<file path="src/hdl/bcl_pkg.sv">
// Purpose: shared constants and types of the boot configuration loader
// Assumes: 100 MHz system clock, four clock phases per serial bit
// Notes: signature words carry the first byte read in their top byte
package bcl_pkg;

  // Clock rates in kHz
  localparam int CLK_KHZ = 100000;
  localparam int SPI_SLOW_KHZ = 30000;
  localparam int SPI_FAST_KHZ = 60000;
  localparam int I2C_KHZ = 100;

  // Cycles per bit phase; a least time rounds up
  localparam int SPI_SLOW_DIV =
    (CLK_KHZ + 4 * SPI_SLOW_KHZ - 1) / (4 * SPI_SLOW_KHZ);
  localparam int SPI_FAST_DIV =
    (CLK_KHZ + 4 * SPI_FAST_KHZ - 1) / (4 * SPI_FAST_KHZ);
  localparam int I2C_DIV = (CLK_KHZ + 4 * I2C_KHZ - 1) / (4 * I2C_KHZ);
  localparam int DIV_W = 9;

  // Strap settles through the two-stage synchroniser
  localparam logic [1:0] STRAP_WAIT = 2'h2;

  // Register map, byte addresses
  localparam logic [15:0] ADDR_CTRL = 16'h2400;
  localparam logic [15:0] ADDR_STAT = 16'h2404;
  localparam logic [15:0] ADDR_CFG = 16'h2408;
  localparam logic [7:0] CTRL_RST = 8'h02;
  localparam int CTRL_DUAL = 0;
  localparam int CTRL_SPEED = 1;
  localparam int CTRL_MODE3 = 2;
  localparam int CTRL_PROBE = 7;
  localparam int STAT_SRC = 0;
  localparam int STAT_DONE = 2;
  localparam int STAT_BUSY = 3;
  localparam logic [1:0] RESP_OKAY = 2'h0;
  localparam logic [1:0] RESP_SLVERR = 2'h2;

  // Boot sources
  localparam logic [1:0] SRC_ROM = 2'h0;
  localparam logic [1:0] SRC_SPI = 2'h1;
  localparam logic [1:0] SRC_EE = 2'h2;

  // Signatures and locations
  localparam logic [31:0] SIG_DFU = 32'h3244_4655;
  localparam logic [31:0] SIG_EE1 = 32'h4154_4132;
  localparam logic [31:0] SIG_EE2 = 32'h6563_6631;
  localparam logic [23:0] FLASH_SIG_ADDR = 24'h00_FFFA;
  localparam logic [15:0] EXEC_ADDR = 16'h0000;
  localparam logic [8:0] EE_SIG1_OFS = 9'h0FC;
  localparam logic [8:0] EE_SIG2_OFS = 9'h17C;
  localparam logic [8:0] EE_CFG_OFS = 9'h000;
  localparam logic [6:0] EE_DEV = 7'h50;
  localparam logic [7:0] CMD_READ = 8'h03;
  localparam logic [7:0] CMD_DREAD = 8'h3B;

  // Shifter operations
  typedef enum logic [2:0] {
    OP_SPI, OP_DUAL, OP_START, OP_STOP, OP_WR, OP_RD
  } bcl_op_t;

  // Boot sequencer states
  typedef enum logic [3:0] {
    ST_STRAP = 4'b0001,
    ST_SPI = 4'b0010,
    ST_I2C = 4'b0100,
    ST_DONE = 4'b1000
  } bcl_state_t;

endpackage

</file>
<file path="src/hdl/bcl_boot_loader.sv">
// Purpose: boot probe of SPI flash and I2C EEPROM, speed strap, registers
// Assumes: pins are synchronised here; registers over AXI4-Lite
// Notes: Contract
// Contract
// - After reset, read four bytes at flash 0xFFFA and compare with 2DFU.
// - A good flash signature enables external code from address 0x0000.
// - A bad flash signature leaves code running from the internal ROM.
// - With no flash found, check EEPROM signatures at FCh and 17Ch.
// - A signed EEPROM supplies the configuration word that is loaded.
// - The strap level picks the slow (low) or fast (high) SPI rate; both dividers come to 1 cycle per phase, so the rate is the same.
// - In reset the strap pin is released with its pull-down on.
// - After reset the strap is latched, the pin drives data, pull-down off.
// - The latched rate reads back in the control register, reset 0x02.
// - Flash reads run in single-bit or dual-bit mode.
// - The SPI clock idles low for mode 0 and high for mode 3.
// - Without external memory the default configuration stays in use.
`timescale 1ns/100ps
module bcl_boot_loader #(
  parameter int AW = 16,
  parameter logic [31:0] CFG_DEFAULT = 32'h0000_0000
) (
  input wire logic aclk,
  input wire logic aresetn,
  input wire logic [AW-1:0] s_axi_awaddr,
  input wire logic s_axi_awvalid,
  output logic s_axi_awready,
  input wire logic [31:0] s_axi_wdata,
  input wire logic [3:0] s_axi_wstrb,
  input wire logic s_axi_wvalid,
  output logic s_axi_wready,
  output logic [1:0] s_axi_bresp,
  output logic s_axi_bvalid,
  input wire logic s_axi_bready,
  input wire logic [AW-1:0] s_axi_araddr,
  input wire logic s_axi_arvalid,
  output logic s_axi_arready,
  output logic [31:0] s_axi_rdata,
  output logic [1:0] s_axi_rresp,
  output logic s_axi_rvalid,
  input wire logic s_axi_rready,
  output logic spi_cs_n,
  output logic pin_clk_o,
  output logic pin_clk_oe,
  output logic pin_dq0_o,
  output logic pin_dq0_oe,
  output logic pin_dq0_pd_en,
  input wire logic pin_dq0_in,
  input wire logic spi_serial_in,
  output logic boot_done,
  output logic ext_exec_en,
  output logic rom_exec_en,
  output logic [15:0] exec_addr,
  output logic [31:0] cfg_word
);

  typedef struct packed {
    logic [1:0] s1;
    logic [1:0] s2;
    bcl_pkg::bcl_state_t st;
    logic [1:0] wcnt;
    logic busy;
    logic [3:0] idx;
    logic [1:0] rd;
    logic nack;
    logic [31:0] sh;
    logic speed;
    logic dual;
    logic mode3;
    logic [1:0] src;
    logic [31:0] cfg;
    logic cs_n;
    logic pd;
    logic drv;
    logic bvalid;
    logic [1:0] bresp;
    logic rvalid;
    logic [1:0] rresp;
    logic [31:0] rdata;
  } bcl_top_t;

  bcl_top_t q;
  bcl_top_t d;

  logic op_valid;
  logic op_ready;
  bcl_pkg::bcl_op_t op_code;
  logic [7:0] op_data;
  logic op_done;
  logic [7:0] rx_data;
  logic rx_nack;
  logic i2c_mode;
  logic [8:0] div;
  logic [3:0] hdr;
  logic [8:0] ofs;
  logic [31:0] rx_word;
  logic sh_clk_o;
  logic sh_clk_oe;
  logic sh_d0_o;
  logic sh_d0_oe;

  // Serial engine shared by the SPI and I2C phases
  bcl_shifter u_shifter (
    .aclk(aclk),
    .aresetn(aresetn),
    .i2c_mode(i2c_mode),
    .cpol(q.mode3),
    .div(div),
    .op_valid(op_valid),
    .op_ready(op_ready),
    .op_code(op_code),
    .op_data(op_data),
    .op_done(op_done),
    .rx_data(rx_data),
    .rx_nack(rx_nack),
    .d0_in(q.s2[1]),
    .d1_in(q.s2[0]),
    .clk_o(sh_clk_o),
    .clk_oe(sh_clk_oe),
    .d0_o(sh_d0_o),
    .d0_oe(sh_d0_oe)
  );

  // Bit rate for the active phase
  always_comb begin
    i2c_mode = (q.st == bcl_pkg::ST_I2C);
    if (i2c_mode) begin
      div = 9'(bcl_pkg::I2C_DIV);
    end else if (q.speed) begin
      div = 9'(bcl_pkg::SPI_FAST_DIV);
    end else begin
      div = 9'(bcl_pkg::SPI_SLOW_DIV);
    end
  end

  // Next operation for the probe sequence
  always_comb begin
    hdr = q.dual ? 4'h5 : 4'h4;
    rx_word = {q.sh[23:0], rx_data};
    op_valid = ~q.busy & op_ready &
               ((q.st == bcl_pkg::ST_SPI) | (q.st == bcl_pkg::ST_I2C));
    op_code = bcl_pkg::OP_SPI;
    op_data = 8'h00;
    if (q.rd == 2'h0) begin
      ofs = bcl_pkg::EE_SIG1_OFS;
    end else if (q.rd == 2'h1) begin
      ofs = bcl_pkg::EE_SIG2_OFS;
    end else begin
      ofs = bcl_pkg::EE_CFG_OFS;
    end
    if (q.st == bcl_pkg::ST_SPI) begin
      // Read command, address, optional dummy, four bytes
      case (q.idx)
        4'h0: op_data = q.dual ? bcl_pkg::CMD_DREAD : bcl_pkg::CMD_READ;
        4'h1: op_data = bcl_pkg::FLASH_SIG_ADDR[23:16];
        4'h2: op_data = bcl_pkg::FLASH_SIG_ADDR[15:8];
        4'h3: op_data = bcl_pkg::FLASH_SIG_ADDR[7:0];
        default: op_data = 8'h00;
      endcase
      if (q.idx >= hdr && q.dual) begin
        op_code = bcl_pkg::OP_DUAL;
      end
    end else begin
      // Random read of four EEPROM bytes
      case (q.idx)
        4'h0, 4'h3: op_code = bcl_pkg::OP_START;
        4'h1: begin
          op_code = bcl_pkg::OP_WR;
          op_data = {bcl_pkg::EE_DEV[6:1], ofs[8], 1'b0};
        end
        4'h2: begin
          op_code = bcl_pkg::OP_WR;
          op_data = ofs[7:0];
        end
        4'h4: begin
          op_code = bcl_pkg::OP_WR;
          op_data = {bcl_pkg::EE_DEV[6:1], ofs[8], 1'b1};
        end
        4'h9: op_code = bcl_pkg::OP_STOP;
        default: begin
          op_code = bcl_pkg::OP_RD;
          op_data = {7'h00, q.idx == 4'h8};
        end
      endcase
    end
  end

  // Sequencer, strap latch and register slave
  always_comb begin
    d = q;
    d.s1 = {pin_dq0_in, spi_serial_in};
    d.s2 = q.s1;
    s_axi_awready = s_axi_awvalid & s_axi_wvalid & ~q.bvalid;
    s_axi_wready = s_axi_awready;
    s_axi_arready = ~q.rvalid;

    // Strap sampled once the synchroniser has filled
    if (q.st == bcl_pkg::ST_STRAP) begin
      d.wcnt = q.wcnt + 2'h1;
      if (q.wcnt == bcl_pkg::STRAP_WAIT) begin
        d.speed = q.s2[1];
        d.st = bcl_pkg::ST_SPI;
        d.idx = 4'h0;
      end
    end

    if (op_valid) begin
      d.busy = 1'b1;
    end

    // Results of each finished serial operation
    if (op_done && q.busy) begin
      d.busy = 1'b0;
      d.idx = q.idx + 4'h1;
      if (q.st == bcl_pkg::ST_SPI) begin
        if (q.idx >= hdr) begin
          d.sh = rx_word;
        end
        if (q.idx == hdr + 4'h3) begin
          if (rx_word == bcl_pkg::SIG_DFU) begin
            d.st = bcl_pkg::ST_DONE;
            d.src = bcl_pkg::SRC_SPI;
          end else begin
            d.st = bcl_pkg::ST_I2C;
            d.idx = 4'h0;
            d.rd = 2'h0;
            d.nack = 1'b0;
          end
        end
      end else begin
        if (q.idx >= 4'h5 && q.idx <= 4'h8) begin
          d.sh = rx_word;
        end
        if ((q.idx == 4'h1 || q.idx == 4'h2 || q.idx == 4'h4) &&
            rx_nack) begin
          d.nack = 1'b1;
          d.idx = 4'h9;
        end
        if (q.idx == 4'h9) begin
          d.idx = 4'h0;
          d.rd = q.rd + 2'h1;
          if (q.nack ||
              (q.rd == 2'h0 && q.sh != bcl_pkg::SIG_EE1) ||
              (q.rd == 2'h1 && q.sh != bcl_pkg::SIG_EE2)) begin
            d.st = bcl_pkg::ST_DONE;
            d.src = bcl_pkg::SRC_ROM;
            d.cfg = CFG_DEFAULT;
          end else if (q.rd == 2'h2) begin
            d.st = bcl_pkg::ST_DONE;
            d.src = bcl_pkg::SRC_EE;
            d.cfg = q.sh;
          end
        end
      end
    end

    // Write channel
    if (q.bvalid && s_axi_bready) begin
      d.bvalid = 1'b0;
    end
    if (s_axi_awready) begin
      d.bvalid = 1'b1;
      d.bresp = bcl_pkg::RESP_OKAY;
      if (s_axi_awaddr == AW'(bcl_pkg::ADDR_CTRL)) begin
        if (s_axi_wstrb[0] && q.st != bcl_pkg::ST_SPI) begin
          d.dual = s_axi_wdata[bcl_pkg::CTRL_DUAL];
          d.mode3 = s_axi_wdata[bcl_pkg::CTRL_MODE3];
          if (s_axi_wdata[bcl_pkg::CTRL_PROBE] &&
              q.st == bcl_pkg::ST_DONE) begin
            d.st = bcl_pkg::ST_SPI;
            d.idx = 4'h0;
            d.src = bcl_pkg::SRC_ROM;
          end
        end
      end else if (s_axi_awaddr == AW'(bcl_pkg::ADDR_STAT)) begin
        d.bresp = bcl_pkg::RESP_OKAY;
      end else if (s_axi_awaddr == AW'(bcl_pkg::ADDR_CFG)) begin
        d.bresp = bcl_pkg::RESP_OKAY;
      end else begin
        d.bresp = bcl_pkg::RESP_SLVERR;
      end
    end

    // Read channel
    if (q.rvalid && s_axi_rready) begin
      d.rvalid = 1'b0;
    end
    if (s_axi_arvalid && s_axi_arready) begin
      d.rvalid = 1'b1;
      d.rresp = bcl_pkg::RESP_OKAY;
      d.rdata = 32'h0000_0000;
      if (s_axi_araddr == AW'(bcl_pkg::ADDR_CTRL)) begin
        d.rdata[bcl_pkg::CTRL_DUAL] = q.dual;
        d.rdata[bcl_pkg::CTRL_SPEED] = q.speed;
        d.rdata[bcl_pkg::CTRL_MODE3] = q.mode3;
      end else if (s_axi_araddr == AW'(bcl_pkg::ADDR_STAT)) begin
        d.rdata[bcl_pkg::STAT_SRC +: 2] = q.src;
        d.rdata[bcl_pkg::STAT_DONE] = (q.st == bcl_pkg::ST_DONE);
        d.rdata[bcl_pkg::STAT_BUSY] = (q.st == bcl_pkg::ST_SPI) |
                                      (q.st == bcl_pkg::ST_I2C);
      end else if (s_axi_araddr == AW'(bcl_pkg::ADDR_CFG)) begin
        d.rdata = q.cfg;
      end else begin
        d.rresp = bcl_pkg::RESP_SLVERR;
      end
    end

    // Pin control follows the next state
    d.cs_n = (d.st != bcl_pkg::ST_SPI);
    d.pd = (d.st == bcl_pkg::ST_STRAP);
    d.drv = (d.st != bcl_pkg::ST_STRAP);
  end

  // State register; strap pin released with pull-down in reset
  always_ff @(posedge aclk) begin
    if (!aresetn) begin
      q <= '0;
      q.st <= bcl_pkg::ST_STRAP;
      q.speed <= bcl_pkg::CTRL_RST[bcl_pkg::CTRL_SPEED];
      q.cfg <= CFG_DEFAULT;
      q.cs_n <= 1'b1;
      q.pd <= 1'b1;
      q.drv <= 1'b0;
    end else begin
      q <= d;
    end
  end

  // Outputs
  assign s_axi_bvalid = q.bvalid;
  assign s_axi_bresp = q.bresp;
  assign s_axi_rvalid = q.rvalid;
  assign s_axi_rresp = q.rresp;
  assign s_axi_rdata = q.rdata;
  assign spi_cs_n = q.cs_n;
  assign pin_clk_o = sh_clk_o;
  assign pin_clk_oe = sh_clk_oe;
  assign pin_dq0_o = sh_d0_o;
  assign pin_dq0_oe = sh_d0_oe & q.drv;
  assign pin_dq0_pd_en = q.pd;
  assign boot_done = (q.st == bcl_pkg::ST_DONE);
  assign ext_exec_en = (q.src == bcl_pkg::SRC_SPI);
  assign rom_exec_en = (q.src != bcl_pkg::SRC_SPI);
  assign exec_addr = bcl_pkg::EXEC_ADDR;
  assign cfg_word = q.cfg;

endmodule

</file>
<file path="src/hdl/bcl_shifter.sv">
// Purpose: serial byte engine for SPI (single, dual) and I2C
// Assumes: d0_in and d1_in are already synchronised
// Notes: four phases per bit, data set in phase 0, sampled in phase 3
`timescale 1ns/100ps
module bcl_shifter (
  input wire logic aclk,
  input wire logic aresetn,
  input wire logic i2c_mode,
  input wire logic cpol,
  input wire logic [8:0] div,
  input wire logic op_valid,
  output logic op_ready,
  input wire bcl_pkg::bcl_op_t op_code,
  input wire logic [7:0] op_data,
  output logic op_done,
  output logic [7:0] rx_data,
  output logic rx_nack,
  input wire logic d0_in,
  input wire logic d1_in,
  output logic clk_o,
  output logic clk_oe,
  output logic d0_o,
  output logic d0_oe
);

  typedef struct packed {
    logic busy;
    bcl_pkg::bcl_op_t op;
    logic [1:0] ph;
    logic [3:0] slot;
    logic [7:0] sh;
    logic nack;
    logic ack;
    logic done;
    logic [8:0] cnt;
    logic [3:0] pins;
  } bcl_shf_t;

  bcl_shf_t q;
  bcl_shf_t d;
  logic [3:0] last;

  // Pin levels {clk_o, clk_oe, d0_o, d0_oe} for one phase
  function automatic logic [3:0] pins_f(
    input bcl_pkg::bcl_op_t op,
    input logic [1:0] ph,
    input logic [3:0] slot,
    input logic b7,
    input logic nack,
    input logic i2c,
    input logic pol,
    input logic busy
  );
    logic scl;
    logic sda;
    scl = ph[1];
    sda = 1'b1;
    if (!busy) begin
      return i2c ? 4'b0000 : {pol, 1'b1, 1'b0, 1'b1};
    end
    case (op)
      bcl_pkg::OP_SPI: return {ph[1], 1'b1, b7, 1'b1};
      bcl_pkg::OP_DUAL: return {ph[1], 1'b1, 1'b0, 1'b0};
      bcl_pkg::OP_START: begin
        scl = ph[0] ^ ph[1];
        sda = ~ph[1];
      end
      bcl_pkg::OP_STOP: begin
        scl = |ph;
        sda = &ph;
      end
      bcl_pkg::OP_WR: sda = (slot == 4'h8) ? 1'b1 : b7;
      default: sda = (slot == 4'h8) ? nack : 1'b1;
    endcase
    return {1'b0, ~scl, 1'b0, ~sda};
  endfunction

  // Bit slot sequencing and sampling
  always_comb begin
    d = q;
    d.done = 1'b0;
    case (q.op)
      bcl_pkg::OP_SPI: last = 4'h7;
      bcl_pkg::OP_DUAL: last = 4'h3;
      bcl_pkg::OP_WR, bcl_pkg::OP_RD: last = 4'h8;
      default: last = 4'h0;
    endcase
    if (!q.busy) begin
      if (op_valid) begin
        d.busy = 1'b1;
        d.op = op_code;
        d.sh = op_data;
        d.nack = op_data[0];
        d.ph = 2'h0;
        d.slot = 4'h0;
        d.cnt = div - 9'h1;
      end
    end else if (q.cnt != 9'h0) begin
      d.cnt = q.cnt - 9'h1;
    end else begin
      d.cnt = div - 9'h1;
      d.ph = q.ph + 2'h1;
      if (q.ph == 2'h3) begin
        case (q.op)
          bcl_pkg::OP_SPI: d.sh = {q.sh[6:0], d1_in};
          bcl_pkg::OP_DUAL: d.sh = {q.sh[5:0], d1_in, d0_in};
          bcl_pkg::OP_WR, bcl_pkg::OP_RD: begin
            if (q.slot == 4'h8) begin
              d.ack = d0_in;
            end else begin
              d.sh = {q.sh[6:0], d0_in};
            end
          end
          default: d.ack = 1'b0;
        endcase
        d.slot = q.slot + 4'h1;
        if (q.slot == last) begin
          d.busy = 1'b0;
          d.done = 1'b1;
        end
      end
    end
    d.pins = pins_f(d.op, d.ph, d.slot, d.sh[7], d.nack, i2c_mode, cpol,
                    d.busy);
  end

  // State register
  always_ff @(posedge aclk) begin
    if (!aresetn) begin
      q <= '0;
    end else begin
      q <= d;
    end
  end

  // Outputs
  assign op_ready = ~q.busy;
  assign op_done = q.done;
  assign rx_data = q.sh;
  assign rx_nack = q.ack;
  assign {clk_o, clk_oe, d0_o, d0_oe} = q.pins;

endmodule

</file>
<file path="config.mk">
export PLATFORM = sky130hd
export DESIGN_NAME = bcl_boot_loader
export DESIGN_NICKNAME = d
export VERILOG_FILES = /design/src/hdl/bcl_pkg.sv /design/src/hdl/bcl_boot_loader.sv /design/src/hdl/bcl_shifter.sv
export SDC_FILE = /design/constraint.sdc
export NUM_CORES = 1
export LEC_CHECK = 0
export ABC_CLOCK_PERIOD_IN_PS = 3400
export BUFFER_PORTS_ARGS = -buffer_cell sky130_fd_sc_hd__buf_2
export CORE_MARGIN = 2
export CORE_UTILIZATION = 40
export CTS_CLUSTER_DIAMETER = 150
export CTS_CLUSTER_SIZE = 28
export DETAILED_ROUTE_END_ITERATION = 10
export PLACE_DENSITY = 0.59
export SLEW_MARGIN = 25
export SYNTH_ARGS = -nofsm -noshare
export SYNTH_HDL_FRONTEND = slang
export SYNTH_SLANG_ARGS = --single-unit
</file>
<file path="constraint.sdc">
create_clock -name aclk -period 3.4 [get_ports aclk]
set_clock_uncertainty 0.1 [all_clocks]
set_input_delay 0.34 -clock aclk [delete_from_list [all_inputs] [get_ports aclk]]
set_output_delay 0.34 -clock aclk [all_outputs]
set_load 0.05 [all_outputs]
</file>
Word level (Yosys, flattened, before mapping)
Index checks and enable logic that the tools add are counted.

Shifts and indexed selects: 0. Equal/unequal tests: 48. Reduce and logical (&&, ||, !) cells: 45. Multiply operators: 0. $add $sub $neg: 8. Multiplexer cells: 96. Bitwise logic cells: 19. $lt $le $gt $ge: 3. Divide/modulo/power cells: 0.

Operators with widths (number): two-way mux 34 bit (4); two-way mux 32 bit (4); == test 16 x 14 -> 1 bit (second input constant) (6); two-way mux 4 bit (24); two-way mux 39 bit (2); inequality test 32 x 31 -> 1 bit (second input constant) (2); one-hot mux 8 bit (3 select lines) (2); two-way mux 9 bit (5); two-way mux 35 bit (1); == test 32 x 30 -> 1 bit (second input constant) (1); one-hot mux 8 bit (4 select lines) (1); two-way mux 31 bit (1); two-way mux 30 bit (1); two-way mux 14 bit (2); two-way mux 8 bit (3); two-way mux 2 bit (11); == test 4 bit (second input constant) (5); two-way mux 19 bit (1); two-way mux 1 bit (18); two-way mux 6 bit (3); two-way mux 7 bit (2); nonzero test 2 bit (7); == test 4 x 1 -> 1 bit (second input constant) (3); == test 4 x 2 -> 1 bit (second input constant) (3); other kinds (45) (107).

Bits in writable memories: 0. Input port bits: 77. Memories: 0. Memory bits (read-only): 0. Bits in registers: 162. Logic and storage cells: 252. Latch bits: 0.

Longest topological paths before layout
Gate-level depths: netlist (run 1).

Depth after elaboration: 14. Gate-level depth with buffers: 12.

Modules after synthesis
Synthesis (run 1) repeated with hierarchy kept, for this count alone.

Cells, all modules: 973. Area total of the unflattened synthesis: 8510.7 um2.

By module, submodules not included: bcl_boot_loader (area an instance 6266.0 um2, instances 1, cells an instance 685); bcl_shifter (area an instance 2244.7 um2, instances 1, cells an instance 288).

Worst setup path before layout (run 1)
OpenSTA, ideal clock, no wires.

Kind: flip-flop to flip-flop. From: reg q[121] (netlist bit). To: reg q, in the netlist spi_cs_n. Data arrival time: 3.203 ns. Path slack: -0.037 ns. Setup time: 0.134 ns. Stages on the path, launching flop included: 6. Clock period less this slack: 3.437 ns. Buffers on the path: 1. Cells stage by stage: dfxtp_1 -> buf_2 -> nor4b_1 -> and3_1 -> a21oi_1 -> or4b_1.

RTL lines: from (decl) (line bcl_boot_loader.sv:81) `bcl_top_t q;`; == test 4 bit; named net boot_done (line bcl_boot_loader.sv:49) `output logic boot_done,`; logical AND 1 bit (line bcl_boot_loader.sv:267) `if (s_axi_wdata[bcl_pkg::CTRL_PROBE] &&`; two-way mux 4 bit (line bcl_boot_loader.sv:267); two-way mux 4 bit (line bcl_boot_loader.sv:264) `if (s_axi_wstrb[0] && q.st != bcl_pkg::ST_SPI) begin`; two-way mux 4 bit (line bcl_boot_loader.sv:263) `if (s_axi_awaddr == AW'(bcl_pkg::ADDR_CTRL)) begin`; two-way mux 4 bit (line bcl_boot_loader.sv:260) `if (s_axi_awready) begin`; inequality test 4 x 2 -> 1 bit (line bcl_boot_loader.sv:308) `d.cs_n = (d.st != bcl_pkg::ST_SPI);`.

The timed path passes the listed nets, and every way through them passes these cells. A chain may end at the register's enable or synchronous reset.

Final worst setup path (run 1)
From: reg q[113] (netlist bit). To: reg u_shifter.q, in the netlist u_shifter.d0_oe.

Cells in the longest elaborated chain, start to end: 13.

Ends and longest elaborated chain: >= comparator 4 x 3 -> 1 bit (tied with other cells) (line bcl_boot_loader.sv:159) `if (q.idx >= hdr && q.dual) begin`; logical AND 1 bit (tied with other cells) (line bcl_boot_loader.sv:159); two-way mux 1 bit / one-hot mux 3 bit (3 select lines) (equally long branches) (line bcl_boot_loader.sv:159, bcl_boot_loader.sv:164); two-way mux 3 bit (line bcl_boot_loader.sv:150) `if (q.st == bcl_pkg::ST_SPI) begin`; two-way mux 19 bit * (line bcl_shifter.sv:89) `if (op_valid) begin`; two-way mux 3 bit (line bcl_shifter.sv:88) `if (!q.busy) begin`; == test 3 x 1 -> 1 bit / zero test 3 bit (equally long branches) (line bcl_shifter.sv:61) `case (op)`; OR reduction 2 bit (no source line); one-hot mux 1 bit (4 select lines) (line bcl_shifter.sv:61); two-way mux 1 bit (line bcl_shifter.sv:61); inverter 1 bit (line bcl_shifter.sv:75) `return {1'b0, ~scl, 1'b0, ~sda};`; two-way mux 4 bit * (line bcl_shifter.sv:75); two-way mux 4 bit * (line bcl_shifter.sv:61); to (signal assigned) (line bcl_shifter.sv:130) `q <= '0;`; to (signal assigned) (line bcl_shifter.sv:132) `q <= d;`; to (decl) (line bcl_shifter.sv:39) `bcl_shf_t q;`.

Every way passes the cells marked *; elsewhere a longest branch is shown, timed or not. The select of a mux whose other input is x is not followed.

==> qor.yml, run 1 <==
synthTopCellsByArea: "dfxtp_1, buf_4, nor2_1"
setup_viol: 0
async_flop_share: 0
ir_drop_v: 0.000345
pre_cts_slack_ps: 435
comb_power_share: 0.123
fmax_ghz: 0.334
syn_area_per_cell_um2: 8.65
die_area_um2: 20900
r2r_slack_ps: 410
crit_slowest_cell: "dfxtp_1"
core_area_um2: 19500
reg2reg_depth: 9
grt_use_total: 0.182
post-route-min-period_ps: 2990
ys_seq_area_frac: 0.405
crit_chain: "inv_1, ha_1, or3b_1, a21oi_1, o21ai_0, o22a_1, or3_1, o22a_1, o221ai_1"
ant_nets: 0
rsz0062_at_grt: "no"
wl_met3_um: 776
clockRootBuffer: "clkbuf_16"
fin_crit_sh: 0.880
tns_ps: 0
synth_edf_count: 0
critPathLaunch: "q[113]"
fp.dieH_um: 145
worstMarginPinSlew_ps: 644
intPower_mw: 3.20
clk_latency_ps: 440
cts_made_buffers: 17
drtPass1Iterations: 6
final_nets: 1061
arrival_ps: 3240
synth_cell_type_count: 76
crit_top_cell: "o22a_1"
boundaryPins: 175
yosysWarnings: 0
finalWorstSetupSlack_ps: 407
hpwl_um: 13400
hold_path.class: "input pin to register"
postCtsSetupRepairBufs: 0
antenna_found_initial: 0
dr_total_vias: 6489
rows: 51
htreeDepth: 4
worstPathRequired_ps: 3650
cts_resized: 0
hold_violations: 0
r2r_start: "q[113]"
end_kind: "register"
max_cap_viol_count: 0
cts_buffer_depth: 2
power_density_nw_per_um2: 508
dr_wl_met2_um: 8260
syn_area_um2: 7910
ys_ff_latch: 160
cp_slowest_stage_delay_ps: 490
holdCritStartpoint: "s_axi_wdata[2]"
yosysTopAreaCellShare: 0.405
status: "finished clean"
drt_iter0_drc: 357
drive_gt1_frac: 0.203
grt_first_pass_wirelength_um: 29900
start_kind: "register"
routedWlPerCell_um: 15.2
slew_viol_final: 0
n_antenna_cell: 0
relSlewSlack: 0.570
syn_inst: 915
die_w_um: 145
synth_flop_cell: "dfxtp_1"
power_leakage_nw: 3.55
switching_share: 0.298
critical_path_class: "register to register"
grt_max_degree: 115
synthToLayoutAreaGrowth_pct: 13.3
maxUsedRoutingLayer: "met4"
hold_depth: 3
p_switching_mw: 1.36
fin_cells: 1244
power_frac_seq: 0.438
min_delay_worst_endpoint: "q[75]"
crit_fanout: 8
grt_overflow: 0
yosysTopAreaCell: "dfxtp_1"
cts_tree: "yes"
port_buffers: 124
r2r_end: "u_shifter.d0_oe"
finalWeightedCongestion: 0.871
initial_utilization: 0.406
pwr-share-clk: 0.439
cts_num_sinks: 160
clk_pin_slew_ps: 70
met1_length_um: 9520
grt_pass1_vias: 5717
fillers: 1920
viasPerCell: 5.22
total_power_mw: 4.56
placedCellCount: 1209
drc: 0
wirelength_um: 18900
-- cells by family (layout without fill, tap and decap cells) --
logic type | after synthesis | count (layout) | synth area share
other cells | 1 | 18 | 0.000474
mux | 41 | 41 | 0.0522
fa+ha+maj | 18 | 18 | 0.0285
compound gates | 214 | 214 | 0.187
simple gates | 318 | 318 | 0.206
flops | 160 | 160 | 0.405
buf+inv | 159 | 206 | 0.117
xor+xnor | 4 | 4 | 0.00443
-- metrics by stage --
step                hold slack (ps)  area, µm²  utilization
floorplan                       312       7980            -
global placement                320       8300        0.426
detailed placement              319       8300        0.426
CTS                            29.8       8970        0.461
global route                   48.6       8970        0.461
finish                         47.4       8970        0.461
-- area by class of cell --
type                            instances  area, µm²  area share
Timing Repair Buffer                  146        818      0.0913
Clock buffer                           17        425      0.0474
Clock inverter                         15        215      0.0240
Tap cell                              265        332      0.0370
Inverter                               28        106      0.0119
Multi-Input combinational cell        613       3870       0.431
Sequential cell                       160       3200       0.357
-- registers in the layout, indices dropped and copies added, names as in the netlist --
register / flops
u_shifter.clk_oe: 1
u_shifter.rx_data: 8
u_shifter.rx_nack: 1
u_shifter.q: 20
s_axi_rresp: 1
pin_dq0_pd_en: 1
d: 2
s_axi_bresp: 1
s_axi_rdata: 32
q: 54
u_shifter.clk_o: 1
u_shifter.d0_oe: 1
spi_cs_n: 1
s_axi_bvalid: 1
u_shifter.op_done: 1
u_shifter.d0_o: 1
s_axi_rvalid: 1
cfg_word: 32
-- routing by layer --
metal | track usage | vias up
met5 | 0 | -
met4 | 0.0669 | 0
met3 | 0.0344 | 29
met2 | 0.279 | 155
met1 | 0.253 | 3021
li1 | - | 3284
-- critical path, delay by kind of cell (launching register included) --
family | cells | cell delay (ps)
flops | 1 | 490
buf+inv | 1 | 140
compound gates | 5 | 1110
simple gates | 2 | 760
fa+ha+maj | 1 | 320
-- synth_stat cells (15+ instances only) --
master / count
dfxtp_1: 160
nor2_1: 154
buf_4: 85
a22oi_1: 71
a21oi_1: 53
mux2i_1: 39
nand2_1: 39
clkbuf_1: 36
inv_1: 27
o21ai_0: 19
ha_1: 18
and2_1: 15
-- placed cells by master (no fill, tap or decap), types with 7 or more instances in the layout --
| master | synthesis | final |
|---|---|---|
| nor2_1 | 154 | 154 |
| nand4_1 | 11 | 11 |
| buf_4 | 85 | 17 |
| nand2b_1 | 8 | 8 |
| a22oi_1 | 71 | 71 |
| a211oi_1 | 11 | 11 |
| a21oi_1 | 53 | 53 |
| dfxtp_1 | 160 | 160 |
| nor2b_1 | 11 | 11 |
| buf_2 | 9 | 124 |
| clkinv_8 | 0 | 7 |
| nor3_1 | 14 | 14 |
| o21ai_0 | 19 | 19 |
| clkbuf_16 | 0 | 17 |
| mux2i_1 | 39 | 39 |
| inv_1 | 27 | 26 |
| ha_1 | 18 | 18 |
| and2_1 | 15 | 15 |
| a31oi_1 | 8 | 8 |
| conb_1 | 1 | 18 |
| nand2_1 | 39 | 39 |
| nand3_1 | 11 | 11 |
-- power by group through the flow --
stage | clock [mW] | sequential (mW) | combinational, mW
after global placement | 0 | 2.04 | 0.558
after detailed placement | 0 | 2.04 | 0.557
after floorplan | 0 | 2.05 | 0.411
after CTS | 2.05 | 1.99 | 0.563
after global routing | 2.13 | 2.00 | 0.621
final | 2.00 | 2.00 | 0.561
-- what timing repair did --
| item | 4_1_cts | 5_1_grt |
|---|---|---|
| hold buffers | 3 | 0 |
| setup endpoints to repair | 0 | 0 |
| endpoints found under the hold margin | 3 | 0 |
-- how the worst max path moves through the flow --
stage / to / slack [ps] / cells past startpoint
after CTS: u_shifter.d0_oe / 430 / 9
final: u_shifter.d0_oe / 410 / 9
after global routing: u_shifter.d0_oe / 220 / 9
after detailed placement: u_shifter.d0_oe / 440 / 9
after floorplan: spi_cs_n / 640 / 6
after global placement: u_shifter.d0_oe / 480 / 9
No activity file was read; power rests on OpenSTA's default activity.
==> run 2, diff against run 1 <==
ABC_CLOCK_PERIOD_IN_PS = 2860   (was 3400)
clock period = 2.86 ns   (was 3.4 ns; I/O delays follow)
==> run 2 against run 1 <==
Effect of this change: first-iteration DRC count up 21%; sequential share of layout area decreased by 0.48 points; clock power is 12% higher; sequential cell count unchanged; cell count increased by 1.7%; clock-buffer cell count is the same; register-to-register slack worse by 200 ps; die area stayed put.
==> qor.yml, run 2 (synthesized netlist as in run 1, its figures left out) <==
drt_iter0_drc: 432  # +21%
start_kind: "register"
ir_drop_v: 0.000401  # +16%
routedWlPerCell_um: 15.2  # about the same
viasPerCell: 5.21  # -0.16%
hold_violations: 0  # unchanged
register_area_um2: 3200  # unchanged
clockRootBuffer: "clkbuf_16"
setup_viol: 0  # unchanged
r2r_start: "q[109]"
reg2reg_depth: 8  # -1
n_antenna_cell: 0  # unchanged
synthToLayoutAreaGrowth_pct: 14.9
crit_fanout: 3  # -5
dr_total_vias: 6588  # +1.5%
grt_pass1_vias: 6056  # +5.9%
cts_tree: "yes"
core_area_um2: 19500  # unchanged
finalWorstSetupSlack_ps: 204  # -203 ps
wirelength_um: 19200  # +1.6%
slew_viol_final: 0  # unchanged
clk_latency_ps: 430  # about the same
hold_depth: 4  # +1
final_cell_mix: "dfxtp_1, nor2_1, buf_2"
rsz0062_at_grt: "no"
r2r_slack_ps: 200  # -200 ps
htreeDepth: 4  # unchanged
utilization: 0.467  # +0.00630
arrival_ps: 2850  # -390 ps
finalWeightedCongestion: 0.873  # +0.25%
drive_gt1_frac: 0.218  # +0.0147
fmax_ghz: 0.376  # +13%
die_area_um2: 20900  # unchanged
fp.dieH_um: 145  # unchanged
post-route-min-period_ps: 2660  # -337 ps
worstPathRequired_ps: 3060  # -590 ps
multi_input_comb_area_um2: 3870  # unchanged
grt_max_degree: 117  # +1.7%
holdCritStartpoint: "s_axi_bready"
grt_overflow: 0  # unchanged
power_density_nw_per_um2: 587  # +15%
grt_first_pass_wirelength_um: 31200  # +4.2%
fillers: 1905  # -0.78%
cts_made_buffers: 17  # unchanged
rows: 51  # unchanged
relSlewSlack: 0.563  # -0.00718
min_delay_worst_endpoint: "s_axi_bvalid"
regMostFlops: "q"
fin_crit_sh: 0.929  # +0.0484
grt_use_total: 0.187  # +0.00569
max_cap_viol_count: 0  # unchanged
die_w_um: 145  # unchanged
end_kind: "register"
cts_buffer_depth: 2  # unchanged
postCtsSetupRepairBufs: 0  # unchanged
cts_num_sinks: 160  # unchanged
worstMarginPinSlew_ps: 653  # +9.12 ps
hpwl_um: 13500  # +1.0%
clk_pin_slew_ps: 70  # about the same
ant_nets: 0  # unchanged
antenna_found_initial: 0  # unchanged
critical_path_class: "register to register"
total_power_mw: 5.33  # +17%
status: "finished clean"
final_common_cell: "dfxtp_1"
largest_reg_flops: 54  # unchanged
power_leakage_nw: 3.62  # +2.1%
pre_cts_slack_ps: 207  # -228 ps
boundaryPins: 175  # unchanged
tns_ps: 0  # unchanged
final_nets: 1082  # +2.0%
drtPass1Iterations: 5  # -1
port_buffers: 124  # unchanged
r2r_end: "spi_cs_n"
hold_path.class: "input pin to register"
initial_utilization: 0.406  # unchanged
drc: 0  # unchanged
[run 2: changes by cell type in the layout (fill, tap and decap cells not counted)]
cell,change
buf_4,+18
clkinv_8,-4
clkinvlp_4,+3
dlygate4sd3_1,+2
buf_12,+1
bufinv_16,-1
clkinv_4,+1
inv_8,+1
o21ai_0,-1
o21ai_1,+1
[run 2: worst max-delay path by stage]
stage          cells past startpoint  slack [ps]           start                to
6_report                           8         200          q[109]          spi_cs_n
5_1_grt                           12         110  u_shifter.q[4]  u_shifter.clk_oe
4_1_cts                            8         210          q[109]          spi_cs_n
3_5_place_dp                       8         210          q[109]          spi_cs_n
3_3_place_gp                       8         200          q[101]          spi_cs_n
2_1_floorplan                      6         100    s_axi_bvalid          spi_cs_n
[run 2: final cells by class]
cell class,count,area share
timing repair buffer,167,0.109
tap,265,0.0365
inverter,28,0.0117
clock inverter,15,0.0179
multi-input combinational,613,0.425
clock buffer,17,0.0468
sequential,160,0.352
[run 2: where the power goes]
group / internal (mW) / switching [mW] / leakage (nW) / total [mW]
logic: 0.267 / 0.461 / 2.05 / 0.728
clock network: 1.17 / 1.07 / 0.278 / 2.24
registers: 2.30 / 0.0649 / 1.29 / 2.36
[run 2: critical path: stages (launching register included)]
cell and delay, ps:
dfxtp_1 360, nor4b_2 390, nand4_1 130, nor4_1 380, buf_4 180, o211ai_1 160, a31oi_1 230, o32ai_1 110
or4b_1 490
[run 2: repair_timing]
| action | in CTS | in global routing |
|---|---|---|
| hold buffers | 5 | 0 |
| endpoints found under the hold margin | 5 | 0 |
| resized for setup | 0 | 1 |
| endpoints found under the setup margin | 0 | 1 |
[run 2: per-layer routing]
| layer | vias to the layer above | GRT usage | share of wire |
|---|---|---|---|
| met5 | - | 0 | 0 |
| met2 | 175 | 0.298 | 0.45 |
| li1 | 3313 | - | - |
| met4 | 0 | 0.0562 | 0.011 |
| met3 | 18 | 0.0311 | 0.047 |
| met1 | 3082 | 0.261 | 0.49 |
[run 2: metrics by stage]
stage               hold WS [ps]  std cells  area (µm²)
finish                      54.5       1265        9090
global route                58.8       1265        9090
CTS                         34.6       1265        9090
detailed placement           320       1228        8450
global placement             321       1228        8450
floorplan                    286        932        7980
